## src/design/lsra_pkg.sv

```systemverilog
// Package for the logger sensor result and alarm register slice.
package lsra_pkg;

	// ==========================================================
	// Register addresses
	localparam logic [9:0] ADDR_SI_LOW     = 10'h206;
	localparam logic [9:0] ADDR_SI_HIGH    = 10'h207;
	localparam logic [9:0] ADDR_T_LOW_THR  = 10'h208;
	localparam logic [9:0] ADDR_T_HIGH_THR = 10'h209;
	localparam logic [9:0] ADDR_H_LOW_THR  = 10'h20a;
	localparam logic [9:0] ADDR_H_HIGH_THR = 10'h20b;
	localparam logic [9:0] ADDR_T_RES_LOW  = 10'h20c;
	localparam logic [9:0] ADDR_T_RES_HIGH = 10'h20d;
	localparam logic [9:0] ADDR_H_RES_LOW  = 10'h20e;
	localparam logic [9:0] ADDR_H_RES_HIGH = 10'h20f;
	localparam logic [9:0] ADDR_T_CTRL     = 10'h210;
	localparam logic [9:0] ADDR_H_CTRL     = 10'h211;

	// ==========================================================
	// Field layouts and reset values
	localparam int         SI_HIGH_BITS    = 6;
	localparam int         HIGH_EN_BIT     = 1;
	localparam int         LOW_EN_BIT      = 0;
	localparam logic [7:0] T_CTRL_FIXED    = 8'h00;
	localparam logic [7:0] H_CTRL_FIXED    = 8'hfc;
	localparam logic [7:0] T_RES_LOW_MASK  = 8'he0;
	localparam logic [7:0] RST_BYTE        = 8'h00;
	localparam logic [13:0] SI_ZERO        = 14'h0000;
	localparam logic [13:0] SI_MIN         = 14'h0001;
	localparam logic [15:0] T_TOO_HOT_16   = 16'hffe0;
	localparam logic [15:0] T_TOO_HOT_8    = 16'hff00;
	localparam logic [15:0] T_TOO_COLD     = 16'h0000;

	// ==========================================================
	// Carriers
	typedef struct packed {
		logic        we;
		logic [9:0]  addr;
		logic [7:0]  wdata;
	} lsra_wr_t;

	typedef struct packed {
		logic        valid;
		logic        too_cold;
		logic        too_hot;
		logic [10:0] value;
	} lsra_temp_t;

	typedef struct packed {
		logic        temp_high_flag;
		logic        temp_low_flag;
		logic        humid_high_flag;
		logic        humid_low_flag;
	} lsra_flags_t;

endpackage

```

## src/design/lsra_regs.sv

```systemverilog
// Sample interval, result, threshold and alarm control register slice.
`timescale 1ns/100ps
// ==============================================================
module lsra_regs (
	input  wire logic               core_clk,
	input  wire logic               rstn,
	input  wire lsra_pkg::lsra_wr_t wr,
	input  wire logic [9:0]         rd_addr,
	output logic [7:0]              rd_data,
	input  wire logic               mission_active,
	input  wire logic               forced_conv,
	input  wire logic               humid_log_enable,
	input  wire logic               temp_format_select,
	input  wire logic               humid_format_select,
	input  wire logic               fast_sample_select,
	input  wire lsra_pkg::lsra_temp_t temp_in,
	input  wire logic               humid_valid,
	input  wire logic [15:0]        humid_word,
	output logic                    humid_req,
	output logic [13:0]             interval_eff,
	output logic                    interval_seconds,
	output logic                    log_wr,
	output logic [7:0]              log_byte_hi,
	output logic [7:0]              log_byte_lo,
	output logic                    log_two_bytes,
	output lsra_pkg::lsra_flags_t   flags
);

	// ==========================================================
	// Register state
	logic [7:0]  si_low_ff,  nxt_si_low;
	logic [5:0]  si_high_ff, nxt_si_high;
	logic [7:0]  t_lo_thr_ff, nxt_t_lo_thr;
	logic [7:0]  t_hi_thr_ff, nxt_t_hi_thr;
	logic [7:0]  h_lo_thr_ff, nxt_h_lo_thr;
	logic [7:0]  h_hi_thr_ff, nxt_h_hi_thr;
	logic [1:0]  t_en_ff,    nxt_t_en;
	logic [1:0]  h_en_ff,    nxt_h_en;
	logic [15:0] t_res_ff,   nxt_t_res;
	logic [15:0] h_res_ff,   nxt_h_res;
	logic        h_req_ff,   nxt_h_req;
	logic [7:0]  rd_ff,      nxt_rd;
	logic [13:0] ivl_ff,     nxt_ivl;
	logic        ivs_ff,     nxt_ivs;
	logic        lw_ff,      nxt_lw;
	logic [7:0]  lhi_ff,     nxt_lhi;
	logic [7:0]  llo_ff,     nxt_llo;
	logic        l2_ff,      nxt_l2;
	lsra_pkg::lsra_flags_t fl_ff, nxt_fl;

	function automatic logic hit(input logic [9:0] a);
		hit = wr.we && (wr.addr == a);
	endfunction

	// ==========================================================
	// Writable registers
	always_comb begin
		nxt_si_low   = si_low_ff;
		nxt_si_high  = si_high_ff;
		nxt_t_lo_thr = t_lo_thr_ff;
		nxt_t_hi_thr = t_hi_thr_ff;
		nxt_h_lo_thr = h_lo_thr_ff;
		nxt_h_hi_thr = h_hi_thr_ff;
		nxt_t_en     = t_en_ff;
		nxt_h_en     = h_en_ff;
		// Writes during a mission are simply dropped, no error is raised.
		if (!mission_active) begin
			if (hit(lsra_pkg::ADDR_SI_LOW))
				nxt_si_low = wr.wdata;
			if (hit(lsra_pkg::ADDR_SI_HIGH))
				nxt_si_high = wr.wdata[5:0];
			if (hit(lsra_pkg::ADDR_T_LOW_THR))
				nxt_t_lo_thr = wr.wdata;
			if (hit(lsra_pkg::ADDR_T_HIGH_THR))
				nxt_t_hi_thr = wr.wdata;
			if (hit(lsra_pkg::ADDR_H_LOW_THR))
				nxt_h_lo_thr = wr.wdata;
			if (hit(lsra_pkg::ADDR_H_HIGH_THR))
				nxt_h_hi_thr = wr.wdata;
			if (hit(lsra_pkg::ADDR_T_CTRL))
				nxt_t_en = wr.wdata[1:0];
			if (hit(lsra_pkg::ADDR_H_CTRL))
				nxt_h_en = wr.wdata[1:0];
		end
	end

	always_ff @(posedge core_clk or negedge rstn) begin
		if (!rstn) begin
			si_low_ff   <= lsra_pkg::RST_BYTE;
			si_high_ff  <= 6'h00;
			t_lo_thr_ff <= lsra_pkg::RST_BYTE;
			t_hi_thr_ff <= lsra_pkg::RST_BYTE;
			h_lo_thr_ff <= lsra_pkg::RST_BYTE;
			h_hi_thr_ff <= lsra_pkg::RST_BYTE;
			t_en_ff     <= 2'h0;
			h_en_ff     <= 2'h0;
		end else begin
			si_low_ff   <= nxt_si_low;
			si_high_ff  <= nxt_si_high;
			t_lo_thr_ff <= nxt_t_lo_thr;
			t_hi_thr_ff <= nxt_t_hi_thr;
			h_lo_thr_ff <= nxt_h_lo_thr;
			h_hi_thr_ff <= nxt_h_hi_thr;
			t_en_ff     <= nxt_t_en;
			h_en_ff     <= nxt_h_en;
		end
	end

	// ==========================================================
	// Results, logging bytes and alarm flags
	logic [13:0] si_raw;
	logic [15:0] t_code;
	logic        t_fire;
	logic        h_fire;

	// ==========================================================
	// Interval mapping
	always_comb begin
		si_raw = {si_high_ff, si_low_ff};
		nxt_ivl = (si_raw == lsra_pkg::SI_ZERO) ? lsra_pkg::SI_MIN
							: si_raw;
		nxt_ivs = fast_sample_select;
	end

	always_comb begin
		// Temperature word: bits 10..3 high byte, 2..0 on top of low.
		if (temp_in.too_cold)
			t_code = lsra_pkg::T_TOO_COLD;
		else if (temp_in.too_hot)
			t_code = temp_format_select ? lsra_pkg::T_TOO_HOT_16
						: lsra_pkg::T_TOO_HOT_8;
		else
			t_code = {temp_in.value, 5'h00};
		t_fire = temp_in.valid;
		h_fire = humid_valid && h_req_ff;
		nxt_t_res = t_res_ff;
		nxt_h_res = h_res_ff;
		nxt_fl    = fl_ff;
		nxt_lw    = 1'b0;
		nxt_lhi   = lhi_ff;
		nxt_llo   = llo_ff;
		nxt_l2    = l2_ff;
		nxt_h_req = h_req_ff;
		if (forced_conv || (mission_active && humid_log_enable))
			nxt_h_req = 1'b1;
		// A temperature result wins a clash with a humidity reply; the
		// request stays up, so the sensor is simply asked again.
		if (t_fire) begin
			nxt_t_res = t_code & {8'hff, lsra_pkg::T_RES_LOW_MASK};
			nxt_lhi   = t_code[15:8];
			nxt_llo   = t_code[7:0];
			nxt_l2    = temp_format_select;
			nxt_lw    = mission_active;
			if (mission_active) begin
				if (t_en_ff[lsra_pkg::HIGH_EN_BIT]
				    && t_code[15:8] >= t_hi_thr_ff)
					nxt_fl.temp_high_flag = 1'b1;
				if (t_en_ff[lsra_pkg::LOW_EN_BIT]
				    && t_code[15:8] <= t_lo_thr_ff)
					nxt_fl.temp_low_flag = 1'b1;
			end
		end else if (h_fire) begin
			// Whole 16-bit word kept; low nibble passes through unaltered.
			nxt_h_res = humid_word;
			nxt_h_req = 1'b0;
			nxt_lhi   = humid_word[15:8];
			nxt_llo   = humid_word[7:0];
			nxt_l2    = humid_format_select;
			nxt_lw    = mission_active && humid_log_enable;
			if (mission_active) begin
				if (h_en_ff[lsra_pkg::HIGH_EN_BIT]
				    && humid_word[15:8] >= h_hi_thr_ff)
					nxt_fl.humid_high_flag = 1'b1;
				if (h_en_ff[lsra_pkg::LOW_EN_BIT]
				    && humid_word[15:8] <= h_lo_thr_ff)
					nxt_fl.humid_low_flag = 1'b1;
			end
		end
	end

	// ==========================================================
	// Read multiplexer
	always_comb begin
		case (rd_addr)
			lsra_pkg::ADDR_SI_LOW:     nxt_rd = si_low_ff;
			lsra_pkg::ADDR_SI_HIGH:    nxt_rd = {2'b00, si_high_ff};
			lsra_pkg::ADDR_T_LOW_THR:  nxt_rd = t_lo_thr_ff;
			lsra_pkg::ADDR_T_HIGH_THR: nxt_rd = t_hi_thr_ff;
			lsra_pkg::ADDR_H_LOW_THR:  nxt_rd = h_lo_thr_ff;
			lsra_pkg::ADDR_H_HIGH_THR: nxt_rd = h_hi_thr_ff;
			lsra_pkg::ADDR_T_RES_LOW:  nxt_rd = t_res_ff[7:0];
			lsra_pkg::ADDR_T_RES_HIGH: nxt_rd = t_res_ff[15:8];
			lsra_pkg::ADDR_H_RES_LOW:  nxt_rd = h_res_ff[7:0];
			lsra_pkg::ADDR_H_RES_HIGH: nxt_rd = h_res_ff[15:8];
			lsra_pkg::ADDR_T_CTRL:
				nxt_rd = lsra_pkg::T_CTRL_FIXED | {6'h00, t_en_ff};
			lsra_pkg::ADDR_H_CTRL:
				nxt_rd = lsra_pkg::H_CTRL_FIXED | {6'h00, h_en_ff};
			default:                   nxt_rd = 8'h00;
		endcase
	end

	// ==========================================================
	// Result registers and humidity request
	always_ff @(posedge core_clk or negedge rstn) begin
		if (!rstn) begin
			t_res_ff <= 16'h0000;
			h_res_ff <= 16'h0000;
			h_req_ff <= 1'b0;
		end else begin
			t_res_ff <= nxt_t_res;
			h_res_ff <= nxt_h_res;
			h_req_ff <= nxt_h_req;
		end
	end

	// ==========================================================
	// Interval registers
	// The mapped interval is registered, so the sample timer never sees
	// the raw zero that a host leaves between its two byte writes.
	always_ff @(posedge core_clk or negedge rstn) begin
		if (!rstn) begin
			ivl_ff <= lsra_pkg::SI_MIN;
			ivs_ff <= 1'b0;
		end else begin
			ivl_ff <= nxt_ivl;
			ivs_ff <= nxt_ivs;
		end
	end

	// ==========================================================
	// Log strobe and bytes
	// The bytes hold after the strobe, so the log memory may take them
	// a cycle late; that costs sixteen flops but no handshake.
	always_ff @(posedge core_clk or negedge rstn) begin
		if (!rstn) begin
			lw_ff  <= 1'b0;
			lhi_ff <= 8'h00;
			llo_ff <= 8'h00;
			l2_ff  <= 1'b0;
		end else begin
			lw_ff  <= nxt_lw;
			lhi_ff <= nxt_lhi;
			llo_ff <= nxt_llo;
			l2_ff  <= nxt_l2;
		end
	end

	// ==========================================================
	// Alarm flags
	// Flags are sticky; clearing belongs to the status register outside
	// this slice, so only reset brings them back to zero.
	always_ff @(posedge core_clk or negedge rstn) begin
		if (!rstn) begin
			fl_ff <= '0;
		end else begin
			fl_ff <= nxt_fl;
		end
	end

	// ==========================================================
	// Read data register
	always_ff @(posedge core_clk or negedge rstn) begin
		if (!rstn) begin
			rd_ff <= 8'h00;
		end else begin
			rd_ff <= nxt_rd;
		end
	end

	assign rd_data          = rd_ff;
	assign humid_req        = h_req_ff;
	assign interval_eff     = ivl_ff;
	assign interval_seconds = ivs_ff;
	assign log_wr           = lw_ff;
	assign log_byte_hi      = lhi_ff;
	assign log_byte_lo      = llo_ff;
	assign log_two_bytes    = l2_ff;
	assign flags            = fl_ff;

endmodule

```

## config.mk

```make
export PLATFORM = sky130hd
export DESIGN_NAME = lsra_regs
export DESIGN_NICKNAME = d
export VERILOG_FILES = /design/src/design/lsra_pkg.sv /design/src/design/lsra_regs.sv
export SDC_FILE = /design/constraint.sdc
export NUM_CORES = 1
export LEC_CHECK = 0
export BUFFER_PORTS_ARGS = -buffer_cell sky130_fd_sc_hd__buf_2
export CAP_MARGIN = 15
export CORE_MARGIN = 5
export CORE_UTILIZATION = 51
export CTS_CLUSTER_SIZE = 12
export DETAILED_ROUTE_END_ITERATION = 16
export PLACE_DENSITY = 0.77
export SYNTH_ARGS = -nofsm -noshare
export SYNTH_HDL_FRONTEND = slang
export SYNTH_SLANG_ARGS = --single-unit
```

## constraint.sdc

```tcl
create_clock -name core_clk -period 1.8 [get_ports core_clk]
set_input_delay 0.27 -clock core_clk [delete_from_list [all_inputs] [get_ports core_clk]]
set_output_delay 0.27 -clock core_clk [all_outputs]
set_load 0.01 [all_outputs]
```

==> results_dict.tcl <==
set metrics [dict create \
    synth_nets 678 \
    pwr-share-seq_pct 42.3 \
    crit_required_ns 2.11 \
    clockBufferDepth 2 \
    yosysWarnings 0 \
    start_util_pct 52.4 \
    fin_crit_sh_pct 95.6 \
    p_total_mw 7.16 \
    setup_viol 0 \
    clock-sinks 123 \
    syn2layout_area_growth_pct 26.9 \
    end_kind "flop" \
    layout-drive-gt1-share_pct 39.4 \
    antenna_left 0 \
    crit_type "flop to flop" \
    swShare_pct 24.5 \
    timing.fmax_ghz 0.581 \
    portBuffers 113 \
    dp_hpwl_um 14600 \
    layout.nets 831 \
    leakagePower_nw 3.98 \
    grt_max_degree 33 \
    synth_ff_type "dfrtp_1" \
    slew_viol_final 0 \
    maxCapViolCount 0 \
    worstPathArrival_ns 2.03 \
    io_pins 114 \
    p_switching_mw 1.75 \
    ys_seq_elements 123 \
    status "complete, no violations" \
    clock_skew_ns 0.00615 \
    p_int_mw 5.40 \
    hold_path.class "input pin to flop" \
    cts_htree_levels 4 \
    overflow 0 \
    cp-start-kind "flop" \
    slew_headroom_pct 60.8 \
    clkLatencyLatePin_ns 0.42 \
    max_slew.worst_pin.slew_ns 0.587 \
    root_buffer "clkbuf_16" \
    vias 5200 \
    drtIter0Drc 470 \
    die_w_um 122 \
    wirelength_um 18900 \
    drc_errors 0 \
    netlist_area_mm2 0.00635 \
    worstPathMaxFanout 3 \
    first_global_vias 5310 \
    syn_inst 580 \
    cts_tree "built" \
    grt.total_usage_pct 26.6 \
    synth_cell_types 62 \
    finalInstanceArea_mm2 0.00806 \
    antenna_found_initial 0 \
    cts_inserted_buffers 17 \
    clockPowerShare_pct 45.5 \
    synth_seq_area_share_pct 48.5 \
    wl_per_cell_um 20.7 \
    place_congestion 0.927 \
    placementRows 40 \
    rsz0062_at_grt "true" \
    p_per_area_mw_per_mm2 888 \
    synth_area_per_cell_um2 10.9 \
    diodes 0 \
    fin_crit_ns 1.72 \
    layout_commonest_cell "dfrtp_1" \
    routed_via_density 5.71 \
    dpl_cell_area_mm2 0.00747 \
    hold_ws_ns 0.0831 \
    die_area_mm2 0.0148 \
    fp.dieH_um 122 \
    ir_worst_vdd_uv 635 \
    comb_power_share_pct 12.3 \
    core_mm2 0.0121 \
    dr.pass1.iters 5 \
    finalHoldViolations 0 \
    grt_first_pass_wirelength_um 29300 \
    async_flop_share_pct 100 \
    clk_pin_slew_ns 0.06 \
    layout_common_cells "dfrtp_1 (121), buf_2 (112), mux2_2 (69)" \
    synth_edf_count 0 \
]
==> per-layer routing <==
metal  up-vias  routed length [um]  global-route usage (%)
met5         -                   0                       0
met4         0                 451                    10.2
met3        41                1250                    5.43
met2       211                9080                    42.4
met1      2587                8070                    36.0
li1       2361                   -                       -
==> area by class of cell <==
cell class | instances | area [um^2]
clock buffer | 21 | 460
clock inverter | 8 | 96.3
fill | 954 | 4050
inverter | 43 | 161
multi-input combinational | 377 | 2980
sequential | 123 | 3080
tap | 168 | 210
timing repair buffer | 171 | 1070
==> cells in the mapped netlist, types with 2 or more instances <==
cell type  number  area share, %
ha_1           30            5.9
buf_2           5           0.39
inv_1          43            2.5
nor2_1         25            1.5
dfrtp_1       122             48
a22o_1          5           0.69
a311oi_1        2           0.28
nand3_1        19            1.5
a41oi_1         2           0.28
nand4b_1        2           0.28
nand2_1        41            2.4
a21o_1          4           0.47
nand4_1         7           0.69
and2_1          3           0.30
nand2b_1        8           0.79
nor4_1          3           0.30
nor2_8          2           0.63
o21bai_1        3           0.35
mux2i_1        18            2.8
clkbuf_1       28            1.7
nor2b_1         8           0.79
o21ai_0        33            2.6
a311o_1         2           0.32
or3_1           3           0.30
a31oi_1         5           0.49
mux2_4          6            1.4
buf_1           3           0.18
a22oi_1         3           0.35
o32ai_1         3           0.41
o2bb2ai_1       3           0.41
a32oi_1         2           0.28
mux2_2         69             12
a41o_1          2           0.32
or2_2           3           0.30
nor2_2          3           0.30
o211ai_1        2           0.24
mux4_2          2           0.71
a21oi_1        22            1.7
nor3b_1         3           0.35
a211oi_1        3           0.35
nor3_1          7           0.55
==> flip-flops by register name, indices dropped and copies added, names as in the netlist, 6 cells and up <==
register,flops
h_hi_thr_ff,8
h_lo_thr_ff,8
h_res_ff,16
interval_eff,14
log_byte_hi,8
log_byte_lo,8
rd_data,8
si_high_ff,6
si_low_ff,8
t_hi_thr_ff,8
t_lo_thr_ff,8
t_res_ff,11
==> critical path: stages, from the launching register on <==
cell and delay, ns:
dfrtp_2 0.44, ha_1 0.29, nand2b_1 0.14, a21o_1 0.18
a311oi_2 0.22, o21ai_1 0.11, a41o_1 0.24
==> final timing paths <==
path	startpoint	end	slack (ns)	cells after the start
setup / recovery	t_hi_thr_ff[0]	flags[3]	0.08	6
hold / removal	forced_conv	humid_req	0.08	3
setup reg to reg	t_hi_thr_ff[0]	flags[3]	0.08	6
hold reg to reg	si_low_ff[1]	interval_eff[1]	0.42	0
max in group asynchronous	rstn	interval_eff[0]	0.84	3
min in group asynchronous	rstn	interval_seconds	0.35	2
==> through the flow <==
step / instances / setup slack [ns] / setup TNS, ns / util, %
6_report: 911 / 0.0785 / 0 / 66.5
5_1_grt: 911 / -0.00745 / -0.00745 / 66.5
4_1_cts: 911 / 0.0165 / 0 / 66.4
3_5_place_dp: 880 / -0.168 / -4.63 / 61.7
3_3_place_gp: 880 / -0.130 / -2.90 / 61.7
2_1_floorplan: 580 / 0.00383 / 0 / -
==> power by group through the flow <==
stage | Sequential [mW] | Clock, mW | Combinational (mW)
4_1_cts | 3.02 | 3.28 | 0.876
5_1_grt | 3.04 | 3.45 | 0.963
6_report | 3.02 | 3.25 | 0.877
3_5_place_dp | 3.07 | 0 | 0.863
2_1_floorplan | 3.06 | 0 | 0.419
3_3_place_gp | 3.06 | 0 | 0.839
==> timing repair <==
item                                   in CTS  in global routing
gates resized for setup                     0                  3
setup buffers                               0                  0
setup endpoints to repair                   0                  2
hold buffers                                2                  0
endpoints found under the hold margin      28                  0
==> cell families (layout without fill, tap and decap cells) <==
| family | count (synthesis) | count (layout) | share of synthesized area [%] |
|---|---|---|---|
| xor gates and xnor gates | 1 | 1 | 0.138 |
| DFF | 123 | 123 | 48.5 |
| buffers and inverters | 80 | 243 | 4.95 |
| AOI/OAI and AO/OA | 104 | 104 | 10.7 |
| muxes | 96 | 96 | 17.4 |
| adders and majority gates | 30 | 30 | 5.91 |
| and+or+nand+nor | 146 | 146 | 12.5 |
No activity file was read; power rests on OpenSTA's default activity.
